$ cat src/design/sdrv_consts.svh
// Purpose: Frame layout, reset values and timing counts of the driver.
// Assumes: Included by its bare name from the solenoid_cfg_regs and spi_frame_shifter design files.
// Notes:   Definitions only.
`ifndef SDRV_CONSTS_SVH
`define SDRV_CONSTS_SVH

// ----------------------------------------------------------------------
// Frame layout
// ----------------------------------------------------------------------
`define FRAME_BITS      16
`define FRAME_CNT_FULL  5'h10
`define FRAME_CNT_SAT   5'h1F
`define CH_BIT          15
`define CMD_HI          14
`define CMD_LO          13
`define CMD_CFG         2'h2
`define CMD_ERR         2'h3
`define EXT_HI          12
`define EXT_LO          11
`define IDX_HI          10
`define IDX_LO          8
`define CFG_HI          5
`define ERR_LAST_IDX    3'h4
`define REV_IDX         3'h5
`define ERR_CH_BASE     7'h28
`define ERR_BITS        80

// ----------------------------------------------------------------------
// Reset values
// ----------------------------------------------------------------------
`define CFG_RESET       6'h18
`define REPLY_RESET     16'h0000

// ----------------------------------------------------------------------
// Timing
// ----------------------------------------------------------------------
`define CLK_PERIOD_NS   100
`define CLK_KHZ         (1000000 / `CLK_PERIOD_NS)
`define DITHER_REF_KHZ  1760
`define DITHER_DIV      336

`endif

$ cat src/design/sdrv_pkg.sv
// Purpose: Shared types of the solenoid driver command logic.
// Assumes: Compiled before every other design file.
// Notes:   Constants live in sdrv_consts.svh.
`default_nettype none

package sdrv_pkg;
  typedef enum logic [1:0] {
    SH_IDLE  = 2'h1,
    SH_SHIFT = 2'h2
  } shift_state_e;
  typedef logic [15:0] word_t;
  typedef logic [5:0]  cfg_t;
endpackage : sdrv_pkg

`default_nettype wire

$ cat src/design/spi_frame_if.sv
// Purpose: Word-level link between the frame shifter and the register core.
// Assumes: Both ends run on clk_sys.
// Notes:   rx_valid is a one-cycle pulse while ce is high.
`default_nettype none

interface spi_frame_if;
  import sdrv_pkg::*;
  logic  ce;
  word_t rx_word;
  logic  rx_valid;
  word_t tx_word;
  modport shifter (input ce, input tx_word, output rx_word, output rx_valid);
  modport core    (output ce, output tx_word, input rx_word, input rx_valid);
endinterface : spi_frame_if

`default_nettype wire

$ cat src/design/solenoid_cfg_regs.sv
// Purpose: Per-channel configuration, status reply and error readout.
// Assumes: Fault flags and reference detect come from analog, asynchronous.
// Notes:   Replies go out in the frame after the one that asked for them.
`default_nettype none
`include "sdrv_consts.svh"

// Behaviour
// - Dither frequency is 1.76 MHz over code times 336, code nonzero.
// - Dither code is seven bits; 7F gives the lowest, about 41.2 Hz.
// - Config frame: channel in bit 15, bits 14:13 are 10, echoed back.
// - Config write ignores incoming bits 12 down to 6.
// - Bit 5 enables the probe pull-up on the sense pin, reset 0.
// - Bits 4:3 select edge rate 12, 6, 3, 1.2 V/us; reset 3.
// - Bits 2:0 select hysteresis 40 to 110 mVpp; reset 0.
// - Reply bit 12 reports open load or short to ground.
// - Reply bit 11 reports load shorted to battery.
// - Reply bit 10 reports overtemperature.
// - Reply bits 9 to 7 are always zero.
// - Reply bit 6 is 0 for external reference, 1 for internal.
// - Reply bits 5:0 return the stored settings of that channel.
// - Error index picks the register sent in the next frame.
// - Error reply holds index in 10:8, value in 7:0, 12:11 zero.
// - Indices 0-4 error registers, 5 revision, 6 and 7 read 00.
module solenoid_cfg_regs import sdrv_pkg::*; #(
  parameter int          NUM_CH   = 2,
  // Revision value is arbitrary.
  parameter logic [7:0]  REV_CODE = 8'hA5
) (
  input  wire logic                 clk_sys,
  input  wire logic                 rst_n,
  input  wire logic                 ce,
  input  wire logic                 sclk,
  input  wire logic                 cs_n,
  input  wire logic                 mosi,
  output var  logic                 miso,
  output var  logic                 miso_oe,
  input  wire logic [NUM_CH-1:0]    open_or_ground_fault,
  input  wire logic [NUM_CH-1:0]    battery_short_fault,
  input  wire logic [NUM_CH-1:0]    overheat_fault,
  input  wire logic                 ref_internal,
  input  wire logic [`ERR_BITS-1:0] err_corr,
  input  wire logic [7*NUM_CH-1:0]  dither_code,
  output logic      [NUM_CH-1:0]    fault_type_probe_en,
  output logic      [NUM_CH-1:0]    edge_rate_sel_hi,
  output logic      [NUM_CH-1:0]    edge_rate_sel_lo,
  output logic      [NUM_CH-1:0]    hysteresis_sel_2,
  output logic      [NUM_CH-1:0]    hysteresis_sel_1,
  output logic      [NUM_CH-1:0]    hysteresis_sel_0,
  output logic      [NUM_CH-1:0]    dither_wave
);

  // One channel bit in the frame addresses exactly two channels.
  if (NUM_CH != 2) begin : g_bad_ch
    $error("NUM_CH must be 2");
  end

  // --------------------------------------------------------------------
  // Declarations
  // --------------------------------------------------------------------
  localparam logic [13:0] ACC_STEP = 14'(`DITHER_REF_KHZ);
  localparam logic [13:0] ACC_WRAP = 14'(`CLK_KHZ - `DITHER_REF_KHZ);
  localparam logic [7:0]  HALF_DIV = 8'(`DITHER_DIV / 2);

  spi_frame_if frm ();

  // Three flag groups per channel plus the shared reference detect.
  logic [3*NUM_CH:0] flt_m;
  logic [3*NUM_CH:0] flt_s;
  logic [NUM_CH-1:0] og_s;
  logic [NUM_CH-1:0] bs_s;
  logic [NUM_CH-1:0] ot_s;
  logic              ref_s;
  cfg_t              cfg [NUM_CH];
  word_t             reply;
  word_t             rx;
  logic              rx_ch;
  logic [2:0]        idx;
  logic              cfg_wr;
  logic              err_rd;
  logic [6:0]        err_base;
  logic [7:0]        err_value;
  logic [13:0]       acc;
  logic              base_tick;

  assign frm.ce      = ce;
  assign frm.tx_word = reply;
  assign rx          = frm.rx_word;
  assign rx_ch       = rx[`CH_BIT];
  assign idx         = rx[`IDX_HI:`IDX_LO];
  assign cfg_wr      = ce & frm.rx_valid & (rx[`CMD_HI:`CMD_LO] == `CMD_CFG);
  assign err_rd      = ce & frm.rx_valid & (rx[`CMD_HI:`CMD_LO] == `CMD_ERR)
                       & (rx[`EXT_HI:`EXT_LO] == 2'h0);

  spi_frame_shifter u_shifter (
    .clk_sys (clk_sys),
    .rst_n   (rst_n),
    .sclk    (sclk),
    .cs_n    (cs_n),
    .mosi    (mosi),
    .miso    (miso),
    .miso_oe (miso_oe),
    .frm     (frm.shifter)
  );

  // --------------------------------------------------------------------
  // Status synchronisers
  // --------------------------------------------------------------------
  always_ff @(posedge clk_sys or negedge rst_n) begin
    if (!rst_n) begin
      flt_m <= '0;
      flt_s <= '0;
    end else if (ce) begin
      flt_m <= {ref_internal, overheat_fault, battery_short_fault,
                open_or_ground_fault};
      flt_s <= flt_m;
    end
  end

  assign og_s  = flt_s[NUM_CH-1:0];
  assign bs_s  = flt_s[2*NUM_CH-1:NUM_CH];
  assign ot_s  = flt_s[3*NUM_CH-1:2*NUM_CH];
  assign ref_s = flt_s[3*NUM_CH];

  // --------------------------------------------------------------------
  // Per-channel settings and dither
  // --------------------------------------------------------------------
  for (genvar ch = 0; ch < NUM_CH; ch++) begin : g_ch
    logic [14:0] dcnt;
    logic [14:0] half;
    logic [6:0]  code;

    always_ff @(posedge clk_sys or negedge rst_n) begin
      if (!rst_n) begin
        cfg[ch] <= `CFG_RESET;
      end else if (cfg_wr && rx_ch == 1'(ch)) begin
        cfg[ch] <= rx[`CFG_HI:0];
      end
    end

    assign fault_type_probe_en[ch] = cfg[ch][5];
    assign edge_rate_sel_hi[ch]    = cfg[ch][4];
    assign edge_rate_sel_lo[ch]    = cfg[ch][3];
    assign hysteresis_sel_2[ch]    = cfg[ch][2];
    assign hysteresis_sel_1[ch]    = cfg[ch][1];
    assign hysteresis_sel_0[ch]    = cfg[ch][0];

    assign code = dither_code[7*ch +: 7];
    assign half = 15'(code) * 15'(HALF_DIV);

    always_ff @(posedge clk_sys or negedge rst_n) begin
      if (!rst_n) begin
        dcnt            <= 15'h0000;
        dither_wave[ch] <= 1'b0;
      end else if (ce) begin
        if (code == 7'h00) begin
          dcnt            <= 15'h0000;
          dither_wave[ch] <= 1'b0;
        end else if (base_tick) begin
          if (dcnt >= half - 15'h0001) begin
            dcnt            <= 15'h0000;
            dither_wave[ch] <= ~dither_wave[ch];
          end else begin
            dcnt <= dcnt + 15'h0001;
          end
        end
      end
    end

  end

  // Fractional step gives the reference tick rate from clk_sys on average;
  // single ticks jitter by one clk_sys period.
  always_ff @(posedge clk_sys or negedge rst_n) begin
    if (!rst_n) begin
      acc       <= 14'h0000;
      base_tick <= 1'b0;
    end else if (ce) begin
      if (acc >= ACC_WRAP) begin
        acc       <= acc - ACC_WRAP;
        base_tick <= 1'b1;
      end else begin
        acc       <= acc + ACC_STEP;
        base_tick <= 1'b0;
      end
    end
  end

  // --------------------------------------------------------------------
  // Reply word
  // --------------------------------------------------------------------
  always_comb begin
    err_base = (rx_ch ? `ERR_CH_BASE : 7'h00) + {1'b0, idx, 3'h0};
    if (idx <= `ERR_LAST_IDX) begin
      err_value = err_corr[err_base +: 8];
    end else if (idx == `REV_IDX) begin
      err_value = REV_CODE;
    end else begin
      err_value = 8'h00;
    end
  end

  always_ff @(posedge clk_sys or negedge rst_n) begin
    if (!rst_n) begin
      reply <= `REPLY_RESET;
    end else if (cfg_wr) begin
      reply <= {rx_ch, `CMD_CFG, og_s[rx_ch], bs_s[rx_ch], ot_s[rx_ch],
                3'h0, ref_s, rx[`CFG_HI:0]};
    end else if (err_rd) begin
      reply <= {rx_ch, `CMD_ERR, 2'h0, idx, err_value};
    end else if (ce && frm.rx_valid) begin
      reply <= `REPLY_RESET;
    end
  end
endmodule : solenoid_cfg_regs

`default_nettype wire

$ cat src/design/spi_frame_shifter.sv
// Purpose: SPI slave shifter, 16-bit frames, MSB first, mode 0.
// Assumes: SPI pins are asynchronous and far slower than clk_sys.
// Notes:   Reply word is latched when chip select falls.
`default_nettype none
`include "sdrv_consts.svh"

module spi_frame_shifter import sdrv_pkg::*; (
  input  wire logic   clk_sys,
  input  wire logic   rst_n,
  input  wire logic   sclk,
  input  wire logic   cs_n,
  input  wire logic   mosi,
  output var  logic   miso,
  output var  logic   miso_oe,
  spi_frame_if.shifter frm
);

  // --------------------------------------------------------------------
  // Pin synchronisers
  // --------------------------------------------------------------------
  logic [2:0]   sync_m;
  logic [2:0]   sync_s;
  logic         sclk_d;
  logic         cs_d;
  shift_state_e state;
  logic [4:0]   cnt;
  word_t        rx_sr;
  word_t        tx_sr;

  always_ff @(posedge clk_sys or negedge rst_n) begin
    if (!rst_n) begin
      sync_m <= 3'h2;
      sync_s <= 3'h2;
      sclk_d <= 1'b0;
      cs_d   <= 1'b1;
    end else if (frm.ce) begin
      sync_m <= {sclk, cs_n, mosi};
      sync_s <= sync_m;
      sclk_d <= sync_s[2];
      cs_d   <= sync_s[1];
    end
  end

  wire sclk_rise = sync_s[2] & ~sclk_d;
  wire sclk_fall = ~sync_s[2] & sclk_d;
  wire cs_fall   = ~sync_s[1] & cs_d;
  wire cs_rise   = sync_s[1] & ~cs_d;

  // --------------------------------------------------------------------
  // Frame state machine
  // --------------------------------------------------------------------
  always_ff @(posedge clk_sys or negedge rst_n) begin
    if (!rst_n) begin
      state        <= SH_IDLE;
      cnt          <= 5'h00;
      rx_sr        <= 16'h0000;
      tx_sr        <= 16'h0000;
      miso         <= 1'b0;
      frm.rx_valid <= 1'b0;
      frm.rx_word  <= 16'h0000;
    end else if (frm.ce) begin
      frm.rx_valid <= 1'b0;
      case (state)
        SH_IDLE: begin
          if (cs_fall) begin
            state <= SH_SHIFT;
            cnt   <= 5'h00;
            tx_sr <= frm.tx_word;
            miso  <= frm.tx_word[`FRAME_BITS-1];
          end
        end
        SH_SHIFT: begin
          if (cs_rise) begin
            state <= SH_IDLE;
            if (cnt == `FRAME_CNT_FULL) begin
              frm.rx_valid <= 1'b1;
              frm.rx_word  <= rx_sr;
            end
          end else begin
            if (sclk_rise) begin
              rx_sr <= {rx_sr[`FRAME_BITS-2:0], sync_s[0]};
              tx_sr <= {tx_sr[`FRAME_BITS-2:0], 1'b0};
              if (cnt != `FRAME_CNT_SAT) begin
                cnt <= cnt + 5'h01;
              end
            end
            if (sclk_fall) begin
              miso <= tx_sr[`FRAME_BITS-1];
            end
          end
        end
        default: begin
          state <= SH_IDLE;
        end
      endcase
    end
  end

  // Output driver follows the synchronised select, so it never drives early.
  always_ff @(posedge clk_sys or negedge rst_n) begin
    if (!rst_n) begin
      miso_oe <= 1'b0;
    end else if (frm.ce) begin
      miso_oe <= ~sync_s[1];
    end
  end
endmodule : spi_frame_shifter

`default_nettype wire

$ cat config.mk
export PLATFORM = sky130hd
export DESIGN_NAME = solenoid_cfg_regs
export DESIGN_NICKNAME = d
export VERILOG_FILES = /design/src/design/sdrv_pkg.sv /design/src/design/spi_frame_if.sv /design/src/design/solenoid_cfg_regs.sv /design/src/design/spi_frame_shifter.sv
export VERILOG_INCLUDE_DIRS = /design/src /design/src/design
export SDC_FILE = /design/constraint.sdc
export NUM_CORES = 1
export LEC_CHECK = 0
export ABC_AREA = 1
export BUFFER_PORTS_ARGS = -buffer_cell sky130_fd_sc_hd__buf_2
export CAP_MARGIN = 10
export CORE_UTILIZATION = 35
export DETAILED_ROUTE_END_ITERATION = 12
export HOLD_SLACK_MARGIN = 0.15
export PLACE_DENSITY = 0.64
export SYNTH_ARGS = -nofsm -noshare
export SYNTH_HDL_FRONTEND = slang
export SYNTH_SLANG_ARGS = --single-unit
$ cat constraint.sdc
create_clock -name clk_sys -period 1.9 [get_ports clk_sys]
set_clock_uncertainty 0.05 [all_clocks]
set_input_delay 0.38 -clock clk_sys [delete_from_list [all_inputs] [get_ports clk_sys]]
set_output_delay 0.38 -clock clk_sys [all_outputs]
set_load 0.01 [all_outputs]
==> metrics <==
status complete, but fails checks; failing checks setup timing; CTS clock-pin slew for the worst setup and hold paths 0.06 ns; DRC errors left 0; Synth area leaders dfrtp_1, nand2_1, ha_1, nand3_1, inv_1; Hold Vio Cnt, Final 0; global-route usage over all layers 17.1%; reg2reg path depth 11; layout cell share with drive strength beyond 1 26.8%; drt wl/cell 12.2 um; synth unique cells 43; commonest non-fill, non-tap cell in the layout nand2_1; grt met1 use 21.9%; post-route setup slack -1.55 ns; Critical Path Start Type input pin; XOR/XNOR share of the synthesized area 2.86%; post-DP HPWL 18.2 mm; first-pass GRT wire length 41.5 mm; Critical Path RT 2.16 ns; max cap viols 0; CTS sink count 149; Rel. slew slack 63.2%; ys flop type dfrtp_1; syn nets 1597; final setup vio count 32; ANT nets after route 0; RSZ-0062 raised after global routing true; final instance area 13600 sq um; Max clock buf depth 2; routing usage on met2 30.0%; htree depth 4; async set or reset register ratio after synthesis 100%; Critical Path Start dither_code[11]; proportion of synthesized area in mux cells 0.421%; busiest grt layer met2; most used cell, CP nand2_2; min Tclk post-route 3.45 ns; CTS tree done; crit-path max cell delay 0.50 ns; number of vias per cell 4.73; CP max stage cell fa_1; # diodes 0; I/O pin cnt 123; worst reg2reg path startpoint g_ch[0].dcnt[6]; kind of critical path in -> reg; Max FO, Critical Path 6; maximum VDD drop 0.702 mV; nets 1835; Post-Syn Instances 1399; antenna violations before repair 0; Root Buffer clkbuf_16; share of the synthesized area in the top cell type 34.9%; synth warn 0; initial core utilization 35.9%; Slew @ Worst Pin 0.547 ns; WL final 24.8 mm; post-synthesis simple-gate area fraction 31.0%; Synth Area in Compound Gates 9.02%; adder-cell share of the synthesized area 11.6%; hold crit path type in -> async; Leak 0.00681 uW; Final Wtd Congestion 0.834; fmax 290 MHz; commonest non-fill, non-tap cells in the layout nand2_1, inv_1, dfrtp_1, buf_2, buf_4; iteration-0 DRC count of the detailed router 393; Post-Synthesis Cell Area 10100 sq um; DR vias 9601; Slew Viols, Final 0; IO Port Bufs 122; #FFs+latches synth 149; Clk Latency, worst-skew pair 0.42 ns; vias in the first global route 9204; post-synth top area cell dfrtp_1; synth-to-layout area growth 34.5%; Die H 172 um; Final period util 181%; die width 172 um; die area 29500 sq um; R2R Setup Slk 0.05 ns; drt pass-1 iters 5; Core Region 28100 sq um; grt ovf 0; EDFF count, synth 0; CTS Buf Count 17; RR Endpoint g_ch[0].dcnt[8]; mean area per synthesized cell 7.22 sq um; Arr. time, crit path 3.70 ns; Cell Pwr Density 948 nW/um^2; dpl cell area 12000 sq um; Crit. End Element flip-flop; pin count of the biggest net entering global routing 55; register area share after synthesis 37.0%; hold slack 0.388 ns; GR met3 Demand/Resource 2.82%; Rows 61; largest family of logic cells by synthesized area simple AND/OR/NAND/NOR gates
routing by layer:
metal / wire length, um / up-vias / part of all wire, %
li1: - / 4992 / -
met1: 11500 / 4441 / 47
met2: 12300 / 151 / 50
met3: 765 / 17 / 3.1
met4: 191 / 0 / 0.77
met5: 0 / - / 0
synthesized netlist by cell type, types with 6 or more instances:
master and instances:
a21oi_1 40, a31oi_1 17, buf_2 10, clkbuf_1 21, dfrtp_1 141, dfstp_2 8, ha_1 87, inv_1 157
nand2_1 462, nand3_1 118, nand3b_1 8, nand4_1 20, nor2_1 127, nor3_1 9, o21ai_0 81, o21ai_2 6
o21bai_1 6, xnor2_1 10, xor2_1 23
final cells by class:
type / instances / area [sq um]
Fill cell: 2774 / 14500
Multi-Input combinational cell: 1046 / 6270
Sequential cell: 149 / 3740
Timing Repair Buffer: 254 / 1850
Inverter: 166 / 651
Tap cell: 378 / 473
Clock buffer: 18 / 429
Clock inverter: 14 / 145
Timing Repair inverter: 3 / 25.0
sequential cells by signal, summed over array words and instances, names as in the netlist, 3 cells and up:
register	flops
u_shifter.tx_sr	16
u_shifter.sync_m	3
u_shifter.rx_sr	16
flt_m	7
u_shifter.sync_s	3
flt_s	7
u_shifter.frm.rx_word	14
g_ch.dcnt	30
u_shifter.cnt	5
frm.tx_word	16
acc	10
cells by family after synthesis:
| kind of cell | Yosys count |
|---|---|
| buffers and inverters | 204 |
| xor gates and xnor gates | 33 |
| DFF | 149 |
| AOI/OAI and AO/OA | 163 |
| adders and majority gates | 91 |
| and+or+nand+nor | 755 |
| muxes | 4 |
power by group:
part	leakage, uW	switching [uW]	internal, uW
registers	0.00193	482	3810
clock network	0.000277	1420	1840
logic	0.00460	2910	2410
total	0.00681	4820	8060
per-stage QoR:
| stage | utilization (%) | std cells | total power (uW) | setup WS [ns] | TNS, ns |
|---|---|---|---|---|---|
| 2_1_floorplan | - | 1399 | 7310 | -1.66 | -50.78 |
| 3_3_place_gp | 42.6 | 1961 | 8610 | -1.99 | -61.59 |
| 3_5_place_dp | 42.6 | 1961 | 8740 | -2.16 | -65.60 |
| 4_1_cts | 46.5 | 2012 | 12400 | -1.52 | -46.38 |
| 5_1_grt | 48.4 | 2028 | 13900 | -1.71 | -53.45 |
| 6_report | 48.4 | 2028 | 12900 | -1.55 | -47.97 |
worst max-delay path by stage:
| stage | to | slack [ns] | cells past startpoint |
|---|---|---|---|
| 3_3_place_gp | g_ch[1].dcnt[13] | -1.99 | 26 |
| 3_5_place_dp | g_ch[1].dcnt[13] | -2.16 | 26 |
| 4_1_cts | g_ch[1].dcnt[0] | -1.52 | 26 |
| 6_report | g_ch[1].dcnt[6] | -1.55 | 26 |
| 5_1_grt | g_ch[0].dcnt[4] | -1.71 | 25 |
| 2_1_floorplan | g_ch[1].dcnt[11] | -1.66 | 25 |
worst max-delay path: cells and delay by family:
kind	cells	cell delay, ns
adders and majority gates	5	1.54
buffers and inverters	5	0.36
and+or+nand+nor	16	1.39
repair_timing:
action / CTS / global route
pin swaps: 42 / 65
hold buffers: 11 / 0
resized for setup: 70 / 94
gates cloned: 3 / 5
setup endpoints to repair: 40 / 59
hold endpoints to repair: 72 / 0
buffers inserted: 5 / 12
Note: power is estimated with default switching activity, not from simulation.
